--- config.mk ---
export PLATFORM = sky130hd
export DESIGN_NAME = wsu_wedge_sorter
export DESIGN_NICKNAME = d
export VERILOG_FILES = /design/src/rtl/wsu_pkg.sv /design/src/rtl/wsu_rank_unit.sv /design/src/rtl/wsu_wedge_sorter.sv
export SDC_FILE = /design/constraint.sdc
export NUM_CORES = 2
export LEC_CHECK = 0
export BUFFER_PORTS_ARGS = -buffer_cell sky130_fd_sc_hd__buf_2
export CAP_MARGIN = 20
export CORE_UTILIZATION = 45
export CTS_CLUSTER_SIZE = 20
export DETAILED_ROUTE_END_ITERATION = 8
export PLACE_DENSITY_LB_ADDON = 0.3
export SYNTH_ARGS = -nofsm -noshare
export SYNTH_HDL_FRONTEND = slang
export SYNTH_SLANG_ARGS = --single-unit
--- constraint.sdc ---
create_clock -name REF_CLK -period 7 [get_ports REF_CLK]
set_input_delay 1.05 -clock REF_CLK [delete_from_list [all_inputs] [get_ports REF_CLK]]
set_output_delay 1.05 -clock REF_CLK [all_outputs]
set_load 0.005 [all_outputs]
--- src/rtl/wsu_pkg.sv ---
package wsu_pkg;

  // ****************************************************************
  // Sizes of the wedge
  // ****************************************************************
  localparam int NUM_FINDERS = 6;
  localparam int CANDS_PER_FINDER = 2;
  localparam int NUM_CANDS = NUM_FINDERS * CANDS_PER_FINDER;
  localparam int NUM_PAIRS = 6;
  localparam int QUAL_W = 3;
  localparam int PT_W = 5;
  localparam int PHI_W = 8;
  localparam int ETA_W = 6;
  localparam int SEG_W = 4;
  localparam int PRIO_W = 3;
  localparam int KEY_W = PRIO_W + PT_W;

  // Finder pairs on consecutive wheels, lower eta first; finders 2 and 3 share the central wheel
  localparam int PAIR_LO [NUM_PAIRS] = '{0, 1, 1, 2, 3, 4};
  localparam int PAIR_HI [NUM_PAIRS] = '{1, 2, 3, 4, 4, 5};

  // Empty candidate and unused segment codes
  localparam logic [QUAL_W-1:0] QUAL_NONE = 3'h0;
  localparam logic [SEG_W-1:0] SEG_NONE = 4'h0;

  // ****************************************************************
  // Register map
  // ****************************************************************
  localparam int ADDR_W = 8;
  localparam logic [ADDR_W-1:0] OFF_CTRL = 8'h00;
  localparam logic [ADDR_W-1:0] OFF_TRK_MASK = 8'h04;
  localparam logic [ADDR_W-1:0] OFF_FND_MASK = 8'h08;
  localparam logic [ADDR_W-1:0] OFF_PRIO_MAP = 8'h0C;
  localparam logic [ADDR_W-1:0] OFF_STATUS = 8'h10;
  localparam logic [ADDR_W-1:0] OFF_OUT_CNT = 8'h14;

  localparam int CTRL_FILT_EN_BIT = 0;
  localparam int CTRL_MINQ_LSB = 4;
  localparam int CTRL_WIN_LSB = 8;
  localparam int STAT_BUF_FULL_BIT = 12;

  localparam logic [31:0] CTRL_RESET = 32'h0000_0120;
  localparam logic [31:0] PRIO_RESET = 32'h00FA_C688;

  // ****************************************************************
  // Carried words
  // ****************************************************************
  typedef struct packed {
    logic [ETA_W-1:0]  eta;
    logic              charge;
    logic [PHI_W-1:0]  phi;
    logic [PT_W-1:0]   pt;
    logic [QUAL_W-1:0] quality;
  } wsu_track_type;

  typedef struct packed {
    logic [SEG_W-1:0] st4;
    logic [SEG_W-1:0] st3;
  } wsu_seg_type;

  typedef struct packed {
    logic [NUM_CANDS-1:0] best_sel;
    logic [NUM_CANDS-1:0] second_sel;
    wsu_track_type        best;
    wsu_track_type        second;
  } wsu_result_type;

endpackage : wsu_pkg

--- src/rtl/wsu_rank_unit.sv ---
`timescale 1ns/1ps
module wsu_rank_unit
  import wsu_pkg::*;
#(
  parameter int N = NUM_CANDS
) (
  // Candidates
  input  wire logic [N-1:0]            cand_en,
  input  wire logic [N-1:0][KEY_W-1:0] cand_key,
  // One-hot winners
  output logic      [N-1:0]            first_sel,
  output logic      [N-1:0]            next_sel
);

  localparam int CNT_W = $clog2(N) + 1;

  logic [N-1:0][N-1:0] beats;
  logic [N-1:0][CNT_W-1:0] losses;

  // ****************************************************************
  // Pairwise comparators, one per unordered pair
  // ****************************************************************
  for (genvar gi = 0; gi < N; gi++) begin : g_row
    for (genvar gj = 0; gj < N; gj++) begin : g_col
      if (gi < gj) begin : g_cmp
        // Equal keys go to the lower index so the order is total
        assign beats[gi][gj] = cand_en[gi] & (~cand_en[gj] | (cand_key[gi] >= cand_key[gj]));
        assign beats[gj][gi] = cand_en[gj] & ~beats[gi][gj];
      end else if (gi == gj) begin : g_self
        assign beats[gi][gj] = 1'b0;
      end
    end
  end

  // Rank is the number of candidates that outrank this one
  always_comb begin
    for (int i = 0; i < N; i++) begin
      losses[i] = '0;
      for (int j = 0; j < N; j++) begin
        losses[i] = losses[i] + CNT_W'(beats[j][i]);
      end
      first_sel[i] = cand_en[i] & (losses[i] == CNT_W'(0));
      next_sel[i]  = cand_en[i] & (losses[i] == CNT_W'(1));
    end
  end

endmodule : wsu_rank_unit

--- src/rtl/wsu_wedge_sorter.sv ---
// Operation
// - Shared segment marks worse or higher-eta track
// - Close phi marks worse or higher-eta track
// - Optional low-quality filter disables ghost candidates
// - Tagger yields twelve disables to sorting
// - Tagger, track mask, finder mask exclude candidates
// - Rank by quality, then transverse momentum
// - Sixty-six parallel pairwise comparators build ranking
// - Quality mapped to priority by configuration
// - Two one-hot twelve-line select groups
// - Track data pipelined, muxed by selects
// - Segment addresses arrive one cycle early
// - Two cycles from track data to output
// - Everything runs on one sorter clock
//
// The placing of the registers and the APB slave port were chosen for this implementation.
`timescale 1ns/1ps
module wsu_wedge_sorter
  import wsu_pkg::*;
#(
  parameter int BUF_DEPTH = 2
) (
  // Clock and reset
  input  wire logic                           REF_CLK,
  input  wire logic                           RESET,
  // APB slave
  input  wire logic                           PSEL,
  input  wire logic                           PENABLE,
  input  wire logic                           PWRITE,
  input  wire logic [ADDR_W-1:0]              PADDR,
  input  wire logic [31:0]                    PWDATA,
  output logic      [31:0]                    PRDATA,
  output logic                                PREADY,
  output logic                                PSLVERR,
  // Finder inputs
  input  wire wsu_seg_type   [NUM_CANDS-1:0]  SEG_ADDR,
  input  wire wsu_track_type [NUM_CANDS-1:0]  TRACK_DATA,
  input  wire logic                           TRACK_VALID,
  output logic                                TRACK_READY,
  // Sorted output
  output logic      [NUM_CANDS-1:0]           BEST_SEL,
  output logic      [NUM_CANDS-1:0]           SECOND_SEL,
  output wsu_track_type                       BEST_TRACK,
  output wsu_track_type                       SECOND_TRACK,
  output logic                                OUT_VALID,
  input  wire logic                           OUT_READY
);

  localparam int PTR_W = (BUF_DEPTH > 1) ? $clog2(BUF_DEPTH) : 1;
  localparam int CNT_W = $clog2(BUF_DEPTH + 1);
  localparam logic [NUM_CANDS-1:0] ONE_HOT0 = 12'h001;

  logic [31:0] ctrl_q;
  logic [NUM_CANDS-1:0] trk_mask_q;
  logic [NUM_FINDERS-1:0] fnd_mask_q;
  logic [31:0] prio_q;
  logic [15:0] out_cnt_q;
  logic [NUM_CANDS-1:0] last_dis_q;
  logic apb_wr;
  logic apb_hit;

  logic adv;
  wsu_seg_type [NUM_CANDS-1:0] seg_q;
  wsu_track_type [NUM_CANDS-1:0] trk_q;
  logic valid1_q;
  logic [NUM_CANDS-1:0] dis_d;
  logic [NUM_CANDS-1:0] dis_q;
  logic [NUM_PAIRS*4-1:0][NUM_CANDS-1:0] dup_vec;
  logic [NUM_CANDS-1:0] low_q;
  logic filt_en;
  logic [QUAL_W-1:0] min_qual;
  logic [PHI_W-1:0] phi_win;

  logic [NUM_CANDS-1:0] cand_en;
  logic [NUM_CANDS-1:0][KEY_W-1:0] cand_key;
  logic [NUM_CANDS-1:0] best_sel;
  logic [NUM_CANDS-1:0] second_sel;
  wsu_result_type res_d;
  // Helpers read only by the checks
  logic [NUM_CANDS-1:0] fnd_mask_exp;
  logic [KEY_W-1:0] best_key;
  logic [KEY_W-1:0] second_key;

  wsu_result_type buf_mem [BUF_DEPTH];
  logic [PTR_W-1:0] wr_ptr_q;
  logic [PTR_W-1:0] rd_ptr_q;
  logic [CNT_W-1:0] buf_cnt_q;
  logic push;
  logic pop;

  // ****************************************************************
  // APB register file
  // ****************************************************************
  assign filt_en  = ctrl_q[CTRL_FILT_EN_BIT];
  assign min_qual = ctrl_q[CTRL_MINQ_LSB +: QUAL_W];
  assign phi_win  = ctrl_q[CTRL_WIN_LSB +: PHI_W];
  assign apb_wr   = PSEL & PENABLE & PWRITE;
  assign PREADY   = 1'b1;

  // Address decode; unmapped offsets read zero and flag an error
  always_comb begin
    apb_hit = 1'b1;
    PRDATA  = 32'h0000_0000;
    unique case (PADDR)
      OFF_CTRL:     PRDATA = ctrl_q;
      OFF_TRK_MASK: PRDATA = {20'h0_0000, trk_mask_q};
      OFF_FND_MASK: PRDATA = {26'h000_0000, fnd_mask_q};
      OFF_PRIO_MAP: PRDATA = prio_q;
      OFF_STATUS:   PRDATA = {19'h0_0000, (buf_cnt_q == CNT_W'(BUF_DEPTH)), last_dis_q};
      OFF_OUT_CNT:  PRDATA = {16'h0000, out_cnt_q};
      default:      apb_hit = 1'b0;
    endcase
  end
  assign PSLVERR = PSEL & PENABLE & ~apb_hit;

  // Configuration writes; status offsets ignore writes
  always_ff @(posedge REF_CLK) begin
    if (RESET) begin
      ctrl_q     <= CTRL_RESET;
      trk_mask_q <= '0;
      fnd_mask_q <= '0;
      prio_q     <= PRIO_RESET;
    end else if (apb_wr) begin
      if (PADDR == OFF_CTRL)     ctrl_q     <= PWDATA;
      if (PADDR == OFF_TRK_MASK) trk_mask_q <= PWDATA[NUM_CANDS-1:0];
      if (PADDR == OFF_FND_MASK) fnd_mask_q <= PWDATA[NUM_FINDERS-1:0];
      if (PADDR == OFF_PRIO_MAP) prio_q     <= PWDATA;
    end
  end

  // Diagnostics: count of results pushed into the buffer and last tagger verdict
  always_ff @(posedge REF_CLK) begin
    if (RESET) begin
      out_cnt_q  <= '0;
      last_dis_q <= '0;
    end else if (push) begin
      out_cnt_q  <= out_cnt_q + 16'h0001;
      last_dis_q <= dis_q;
    end
  end

  // ****************************************************************
  // Input stage: addresses one cycle ahead of track data
  // ****************************************************************
  // A full output buffer freezes the whole pipe so no word is lost
  assign adv = (buf_cnt_q != CNT_W'(BUF_DEPTH));
  assign TRACK_READY = adv;

  // Addresses are latched early so tagging overlaps the finders' last step
  always_ff @(posedge REF_CLK) begin
    if (RESET) begin
      seg_q <= '0;
    end else if (adv) begin
      seg_q <= SEG_ADDR;
    end
  end

  // Track data and tagger verdicts enter the first pipe stage together
  always_ff @(posedge REF_CLK) begin
    if (RESET) begin
      trk_q    <= '0;
      dis_q    <= '0;
      valid1_q <= 1'b0;
    end else if (adv) begin
      trk_q    <= TRACK_DATA;
      dis_q    <= dis_d;
      valid1_q <= TRACK_VALID;
    end
  end

  // ****************************************************************
  // Duplicate tagging between consecutive wheels
  // ****************************************************************
  for (genvar gp = 0; gp < NUM_PAIRS; gp++) begin : g_pair
    for (genvar ga = 0; ga < CANDS_PER_FINDER; ga++) begin : g_a
      for (genvar gb = 0; gb < CANDS_PER_FINDER; gb++) begin : g_b
        localparam int IA = CANDS_PER_FINDER * PAIR_LO[gp] + ga;
        localparam int IB = CANDS_PER_FINDER * PAIR_HI[gp] + gb;
        logic shared;
        logic split;
        logic live;
        logic [PHI_W-1:0] dphi;
        // Shared segment in station three or four
        assign shared = ((seg_q[IA].st3 == seg_q[IB].st3) && (seg_q[IA].st3 != SEG_NONE)) ||
                        ((seg_q[IA].st4 == seg_q[IB].st4) && (seg_q[IA].st4 != SEG_NONE));
        // Split short tracks sit close in phi
        assign dphi  = (TRACK_DATA[IA].phi > TRACK_DATA[IB].phi) ?
                       (TRACK_DATA[IA].phi - TRACK_DATA[IB].phi) :
                       (TRACK_DATA[IB].phi - TRACK_DATA[IA].phi);
        assign split = (dphi <= phi_win);
        assign live  = (TRACK_DATA[IA].quality != QUAL_NONE) &&
                       (TRACK_DATA[IB].quality != QUAL_NONE);
        // Worse quality loses; a tie goes against the larger-eta finder
        assign dup_vec[(gp * 4) + (ga * 2) + gb] = (live && (shared || split)) ?
          ((TRACK_DATA[IA].quality < TRACK_DATA[IB].quality) ? (ONE_HOT0 << IA) :
                                                               (ONE_HOT0 << IB)) :
          '0;
      end
    end
  end

  // Ghost filter against low-quality candidates
  for (genvar gc = 0; gc < NUM_CANDS; gc++) begin : g_low
    assign low_q[gc] = filt_en && (TRACK_DATA[gc].quality != QUAL_NONE) &&
                       (TRACK_DATA[gc].quality < min_qual);
  end

  // Merge all verdicts into one disable per candidate
  always_comb begin
    dis_d = low_q;
    for (int k = 0; k < NUM_PAIRS * 4; k++) begin
      dis_d = dis_d | dup_vec[k];
    end
  end

  // ****************************************************************
  // Mask and sort
  // ****************************************************************
  for (genvar gc = 0; gc < NUM_CANDS; gc++) begin : g_cand
    // Empty slots never compete
    assign cand_en[gc] = valid1_q && (trk_q[gc].quality != QUAL_NONE) && !dis_q[gc] &&
                         !trk_mask_q[gc] && !fnd_mask_q[gc / CANDS_PER_FINDER];
    // Priority first, momentum breaks ties
    assign cand_key[gc] = {prio_q[int'(trk_q[gc].quality) * PRIO_W +: PRIO_W],
                           trk_q[gc].pt};
    // Finder mask spread to its candidates, for the checks
    assign fnd_mask_exp[gc] = fnd_mask_q[gc / CANDS_PER_FINDER];
  end

  wsu_rank_unit #(
    .N (NUM_CANDS)
  ) u_rank (
    .cand_en   (cand_en),
    .cand_key  (cand_key),
    .first_sel (best_sel),
    .next_sel  (second_sel)
  );

  // AND-OR multiplexers; no select gives an all-zero track
  always_comb begin
    res_d            = '0;
    res_d.best_sel   = best_sel;
    res_d.second_sel = second_sel;
    best_key         = '0;
    second_key       = '0;
    for (int c = 0; c < NUM_CANDS; c++) begin
      res_d.best   = res_d.best | (best_sel[c] ? trk_q[c] : '0);
      res_d.second = res_d.second | (second_sel[c] ? trk_q[c] : '0);
      best_key     = best_key | (best_sel[c] ? cand_key[c] : '0);
      second_key   = second_key | (second_sel[c] ? cand_key[c] : '0);
    end
  end

  // ****************************************************************
  // Output buffer, second pipe stage
  // ****************************************************************
  assign push = valid1_q & adv;
  assign pop  = OUT_VALID & OUT_READY;

  // Entries hold the result of one crossing
  always_ff @(posedge REF_CLK) begin
    if (push) begin
      buf_mem[wr_ptr_q] <= res_d;
    end
  end

  // Pointers and fill level; every register on the one clock
  always_ff @(posedge REF_CLK) begin
    if (RESET) begin
      wr_ptr_q  <= '0;
      rd_ptr_q  <= '0;
      buf_cnt_q <= '0;
    end else begin
      if (push) wr_ptr_q <= (wr_ptr_q == PTR_W'(BUF_DEPTH - 1)) ? '0 : wr_ptr_q + PTR_W'(1);
      if (pop)  rd_ptr_q <= (rd_ptr_q == PTR_W'(BUF_DEPTH - 1)) ? '0 : rd_ptr_q + PTR_W'(1);
      buf_cnt_q <= buf_cnt_q + CNT_W'(push) - CNT_W'(pop);
    end
  end

  // Outputs are read straight from buffer flops
  assign OUT_VALID    = (buf_cnt_q != '0);
  assign BEST_SEL     = OUT_VALID ? buf_mem[rd_ptr_q].best_sel : '0;
  assign SECOND_SEL   = OUT_VALID ? buf_mem[rd_ptr_q].second_sel : '0;
  assign BEST_TRACK   = OUT_VALID ? buf_mem[rd_ptr_q].best : '0;
  assign SECOND_TRACK = OUT_VALID ? buf_mem[rd_ptr_q].second : '0;

  // ****************************************************************
  // Checks
  // ****************************************************************
  best_onehot_a: assert property (@(posedge REF_CLK) disable iff (RESET)
    OUT_VALID |-> ($onehot0(BEST_SEL) && $onehot0(SECOND_SEL)))
    else $error("select group not one-hot");

  winners_distinct_a: assert property (@(posedge REF_CLK) disable iff (RESET)
    OUT_VALID |-> ((BEST_SEL & SECOND_SEL) == '0))
    else $error("best and second select the same candidate");

  second_needs_best_a: assert property (@(posedge REF_CLK) disable iff (RESET)
    (OUT_VALID && (SECOND_SEL != '0)) |-> (BEST_SEL != '0))
    else $error("second winner without a best winner");

  null_track_a: assert property (@(posedge REF_CLK) disable iff (RESET)
    push |=> ((($past(best_sel) != '0) || (buf_mem[$past(wr_ptr_q)].best == '0)) &&
              (($past(second_sel) != '0) || (buf_mem[$past(wr_ptr_q)].second == '0))))
    else $error("missing winner did not give a null track");

  masked_excluded_a: assert property (@(posedge REF_CLK) disable iff (RESET)
    push |-> (((best_sel | second_sel) & (dis_q | trk_mask_q)) == '0))
    else $error("disabled or masked candidate selected");

  finder_mask_a: assert property (@(posedge REF_CLK) disable iff (RESET)
    push |-> (((best_sel | second_sel) & fnd_mask_exp) == '0))
    else $error("masked finder candidate selected");

  filter_drops_a: assert property (@(posedge REF_CLK) disable iff (RESET)
    (adv && TRACK_VALID && (low_q != '0)) |=>
      (((best_sel | second_sel) & $past(low_q)) == '0))
    else $error("low-quality candidate escaped the filter");

  latency_two_a: assert property (@(posedge REF_CLK) disable iff (RESET)
    (TRACK_VALID && TRACK_READY && !valid1_q && (buf_cnt_q == '0)) |=> !OUT_VALID ##1 OUT_VALID)
    else $error("result not delivered two cycles after track data");

  second_not_better_a: assert property (@(posedge REF_CLK) disable iff (RESET)
    (push && (second_sel != '0)) |-> (best_key >= second_key))
    else $error("second winner outranks best winner");

  push_shows_a: assert property (@(posedge REF_CLK) disable iff (RESET)
    push |=> OUT_VALID)
    else $error("pushed result not offered downstream");

  output_holds_a: assert property (@(posedge REF_CLK) disable iff (RESET)
    (OUT_VALID && !OUT_READY) |=> (OUT_VALID && $stable(BEST_SEL) && $stable(SECOND_SEL) &&
                                   $stable(BEST_TRACK) && $stable(SECOND_TRACK)))
    else $error("stalled result changed before it was taken");

  bad_write_a: assert property (@(posedge REF_CLK) disable iff (RESET)
    (apb_wr && !apb_hit) |=> ($stable(ctrl_q) && $stable(trk_mask_q) && $stable(fnd_mask_q) &&
                              $stable(prio_q)))
    else $error("unmapped write changed a register");

  stall_holds_a: assert property (@(posedge REF_CLK) disable iff (RESET)
    (buf_cnt_q == CNT_W'(BUF_DEPTH)) |-> (!TRACK_READY && !push))
    else $error("full buffer did not stall the pipe");

endmodule : wsu_wedge_sorter

* Yosys cells after proc, flatten, opt, wreduce, memory -nomap -nowiden
Memory sizes are Yosys's and may differ from the RTL's. A register that Yosys moved wholly into a read port is not among the register bits.
Cells that the tools add are included.
** Operators by class
- Div/mod/pow operators :: 0
- Magnitude comparators :: 150
- Bitwise logic cells :: 351
- Equality and inequality tests :: 67
- Shifts and indexed selects :: 12
- Multiplexer cells :: 108
- Reductions and logical operators :: 309
- $mul :: 12
- $add $sub $neg :: 173
** Operator list (count)
- 23-bit 2-to-1 mux :: 26
- 5-bit by 1-bit adder with 5-bit output :: 108
- 8-bit >= comparator :: 66
- 23-bit bitwise OR :: 22
- 32-bit by 6-bit indexed part select with 3-bit output :: 12
- 8-bit subtractor :: 48
- 8-bit 2-to-1 mux :: 28
- 4-bit == test :: 48
- 8-bit greater-than comparator :: 24
- 8-bit <= comparator :: 24
- 32-bit one-hot mux with 6 select lines :: 1
- 1-bit logical AND :: 168
- 1-bit bitwise AND :: 161
- 3-bit less-than comparator :: 36
- 10-bit 2-to-1 mux :: 8
- 4-bit nonzero test :: 20
- 1-bit inverter :: 78
- 12-bit 2-to-1 mux :: 6
- 9-bit 2-to-1 mux :: 8
- 3-bit nonzero test :: 24
- 1-bit bitwise OR :: 66
- 5-bit by 1-bit == test with 1-bit output, second input constant :: 12
- 5-bit zero test :: 12
- 3-bit by 2-bit multiplier with 5-bit output, second input constant :: 12
- other kinds (33) :: 164
** Word-level totals
- Flip-flop bits (word level) :: 499
- Output and inout port bits :: 106
- Latch bits :: 0
- ROM bits :: 0
- Memories :: 1
- Memory bits (writable) :: 140
** Memories
- buf_mem :: words 2, width 70, read ports 1, clocked after Yosys merged registers in 1, write ports 1, RTL line wsu_wedge_sorter.sv:84 : wsu_result_type buf_mem [BUF_DEPTH];

* Logic depth before layout (Yosys ltp)
- Depth in word-level cells :: 34
- Mapped depth :: 31
- Mapped depth without buffers :: 29

* By module
Synthesis repeated with hierarchy kept, for this count alone.
** Unflattened totals
- Cells, all modules :: 8102
- Area total of the unflattened synthesis :: 67696.2 um^2
** By module, submodules not included
- wsu_wedge_sorter :: instances 1, area an instance 52696.8 um^2, cells each 6241, sequential area each 14213.6 um^2
- wsu_rank_unit :: instances 1, area an instance 14999.4 um^2, cells each 1861, sequential area each 0.0 um^2

* Least setup slack after synthesis
OpenSTA, ideal clock, no wires.
- Kind :: register to register
- Start :: register trk_q[207] (netlist name)
- End :: memory buf_mem[0][27] (netlist name), data pin
- Path buffers :: 3
- Setup time :: 143 ps
- Period minus slack after synthesis :: 6553 ps
- Slack :: 447 ps
- Cell stages (with the launch flop) :: 26
- Arrival time :: 6410 ps
- Path through :: dfxtp_1 buf_2 mux4_2 mux2i_1 ha_1 a21o_1 a2111oi_0 nor3_1 ha_1 inv_1 fa_1 inv_1 fa_1 inv_1 fa_1 inv_1 ha_1 inv_1 fa_1 a2111oi_0 a21oi_1 nor4_4 buf_2 buf_2 a221oi_1 nand4_1
** RTL lines
- from (decl) :: RTL line wsu_wedge_sorter.sv:64 : wsu_track_type [NUM_CANDS-1:0] trk_q;
- from (signal assigned) :: RTL line wsu_wedge_sorter.sv:161 : trk_q <= '0;
- from (signal assigned) :: RTL line wsu_wedge_sorter.sv:165 : trk_q <= TRACK_DATA;
- to (decl) :: RTL line wsu_wedge_sorter.sv:84

==> flow_summary.ini <==
[outcome]
status = finished, violations left
violations = DRC

[routing]
wl_met1_mm = 118
via_count = 65800
top_layer_used = met5
wl_met2_mm = 126
route.detailed.drc = 6
ant_nets = 0
wl_met3_mm = 31.5
firstDrtPassIters = 9
routed_wl_mm = 296
drt-wirelength-per-cell_um = 28.5
drt-vias-per-instance = 6.32
first_iter_violations = 7733

[die]
chipHeight_um = 387
core_area_mm2 = 0.146
die_w_um = 387
ios = 525
dieArea_mm2 = 0.150
start_util_pct = 45.5
num_rows = 140

[logic_synthesis]
postSynth.asyncResetShare_pct = 0
ys.flop_type = dfxtp_1
yosys_register_bits = 640
yosysUniqueCellTypes = 82
synthCells = 7796
avgSynthCellArea_um2 = 8.54
ys_seq_area_share_pct = 21.3
ys.warnings.count = 0
synth-edff-count = 140
synth_nets = 9550
syn-cell-area_mm2 = 0.0666

[sta]
max_clock_freq_ghz = 0.146
tightest_slew_ps = 1230
timing.final.crit_share_pct = 97.8
min_period_ps = 6850
clock-skew-final_ps = 72.9
drv_slew = 0
finalHoldViolCount = 0
setup_viol = 0
slew_headroom_pct = 17.2

[layout]
final_nets = 10200
fin_util_pct = 52.5
fin_area_mm2 = 0.0768
syn_to_final_growth_pct = 15.3
layout-drive-gt1-share_pct = 15.9

[power_and_ir_drop]
p_per_area_mw_per_mm2 = 305
swShare_pct = 47.2
pwr-share-comb_pct = 58.0
power.leakage_uw = 0.0356
clockPowerShare_pct = 17.9
p_seq_share_pct = 24.1
switchingPower_uw = 11100
ir_worst_vdd_mv = 0.245
p_int_uw = 12400

[clocking]
htreeDepth = 3
numCtsBuffers = 76
cts_tree = done
clkTransAtPathRegs_ps = 60
clock_latency_ps = 730
clockBufferDepth = 3
hold_buffers = 0
cts_sinks = 640
cts-root-buf = clkbuf_16

[grt]
grt_pass1_vias = 62200
grt_pass1_wl_mm = 424
grt_max_degree = 186
antenna_found_initial = 36
grtUsageTotal_pct = 37.9
overflow = 0

[setup_path]
crit_path_end_kind = flip-flop
worst-setup-path-type = flip-flop to flip-flop
worstPathArrival_ps = 7280
max_stage_delay_ps = 550
crit_fanout = 5
worstPathRequired_ps = 7430
cpMaxStageDelayCell = fa_1
crit_top_cell = inv_1
critPathLaunchType = flip-flop

[place]
place_area_mm2 = 0.0737
portBuffers = 523
dp_hpwl_mm = 229
gp_congestion = 1.03

[run]
maxCapViolCount = 0

[worst_hold_path]
hp-class = flip-flop to flip-flop
-- cell usage in the layout (no fill, tap or decap), types with 218 or more instances in the layout --
| cell type | Yosys | final |
|---|---|---|
| a21o_1 | 341 | 341 |
| inv_1 | 510 | 502 |
| nor2_1 | 221 | 218 |
| buf_2 | 78 | 523 |
| nand2_1 | 1080 | 1080 |
| mux2i_1 | 234 | 230 |
| buf_4 | 13 | 394 |
| a21oi_1 | 817 | 805 |
| dfxtp_1 | 500 | 484 |
| ha_1 | 1215 | 1215 |
-- Yosys cell counts, types with 16 or more instances --
library cell / number / area [um^2]
a2111oi_0: 37 / 324
mux4_2: 72 / 1620
o22ai_1: 22 / 138
clkbuf_1: 324 / 1220
and2_1: 21 / 131
a222oi_1: 32 / 320
xnor2_1: 168 / 1470
nor4_1: 67 / 419
o21a_1: 39 / 293
nand3_1: 84 / 420
nand2b_1: 119 / 744
a211o_1: 16 / 140
edfxtp_1: 140 / 4200
a211oi_1: 66 / 495
or4_1: 16 / 120
nand4_1: 102 / 638
nand3b_1: 19 / 143
xor2_1: 156 / 1370
buf_1: 17 / 63.8
a22oi_1: 106 / 796
nand2_1: 1080 / 4050
a31oi_1: 17 / 106
a22o_1: 86 / 753
nor2b_1: 81 / 507
o31ai_1: 16 / 120
dfxtp_1: 500 / 10000
o21ai_0: 205 / 1030
o41ai_1: 30 / 263
nor2_1: 221 / 830
a221oi_1: 79 / 692
a21oi_1: 817 / 4090
mux2_2: 67 / 754
nor3_1: 188 / 941
inv_1: 510 / 1910
a21o_1: 341 / 2560
mux2i_1: 234 / 2340
o21bai_1: 31 / 233
and3_1: 20 / 125
ha_1: 1215 / 15200
a311oi_1: 21 / 184
a21boi_0: 39 / 293
buf_2: 78 / 390
fa_1: 120 / 2400
-- flip-flops by register name (all words and copies together), names as in the netlist, named ones only --
name and flops:
valid1_q 1, last_dis_q 12, ctrl_q 32, trk_q 216
dis_q 12, buf_mem 140, wr_ptr_q 1, prio_q 32
rd_ptr_q 1, seg_q 96, fnd_mask_q 6, out_cnt_q 16
trk_mask_q 12, buf_cnt_q 2, cand_key 60
-- logic make-up after synthesis --
group                    after synthesis  share of synthesized area [%]
buffers and inverters                944                           5.55
multiplexers                         373                           7.08
AND/OR/NAND/NOR                     2078                           14.6
AO/OA/AOI/OAI                       2101                           20.7
flip-flops                           640                           21.3
XOR/XNOR                             324                           4.26
other                                  1                        0.00563
adder cells (fa/ha/maj)             1335                           26.4
-- worst max-delay path: cells and delay by family (launching register included) --
family          cells  cell delay (ps)
fa+ha+maj           7             2850
buf+inv            10             1010
compound gates      7             1630
simple gates        5              720
flops               1              330
-- metal layers --
layer | GRT usage, % | vias to the layer above
met5 | 0 | -
li1 | - | 29500
met1 | 49.8 | 31500
met3 | 7.86 | 875
met4 | 21.4 | 40
met2 | 57.7 | 3890
-- stage by stage --
stage	hold WS (ps)	total power [uW]	instances	TNS, ps	worst slack [ps]
2_1_floorplan	436	13300	7796	0	447
3_3_place_gp	441	18300	10200	0	42.8
3_5_place_dp	448	18600	10200	-600	-66.1
4_1_cts	455	22800	10400	0	22.5
5_1_grt	469	24600	10400	-1450	-94.5
6_report	456	23400	10400	0	152
-- path summary, 6_finish.rpt --
check	from	end	slack, ps	depth (start not counted)
worst min-delay path	ctrl_q[7]$_SDFFE_PP0P_	ctrl_q[7]$_SDFFE_PP0P_	460	2
worst max-delay path	cand_key[8]$_SDFFE_PP0N_	buf_mem[0][42]$_DFFE_PP_	150	29
worst min register to register	ctrl_q[7]$_SDFFE_PP0P_	ctrl_q[7]$_SDFFE_PP0P_	460	2
worst max register to register	cand_key[8]$_SDFFE_PP0N_	buf_mem[0][42]$_DFFE_PP_	150	29
-- power by group through the flow --
stage | Clock, uW | Combinational, uW | Sequential, uW
after global placement | 0 | 12700 | 5630
after floorplan | 0 | 8240 | 5050
final | 4200 | 13600 | 5630
after CTS | 4220 | 13000 | 5570
after global routing | 4350 | 14600 | 5660
after detailed placement | 0 | 13000 | 5640
-- layout make-up --
class	count	area, um^2
inverters	511	1930
clock inverters	43	559
fillers	13700	69400
clock buffers	94	2020
multi-input cells	6212	49200
well taps	1917	2400
flip-flops and latches	640	14200
repair buffers	965	6450
diodes	24	60.1
-- timing repair --
action	in CTS	in global routing
endpoints found under the hold margin	0	0
gates cloned	0	1
gates resized for setup	6	97
setup endpoints to repair	38	92
pin swaps	0	9
setup buffers	0	12
(Power assumes the default switching activity.)
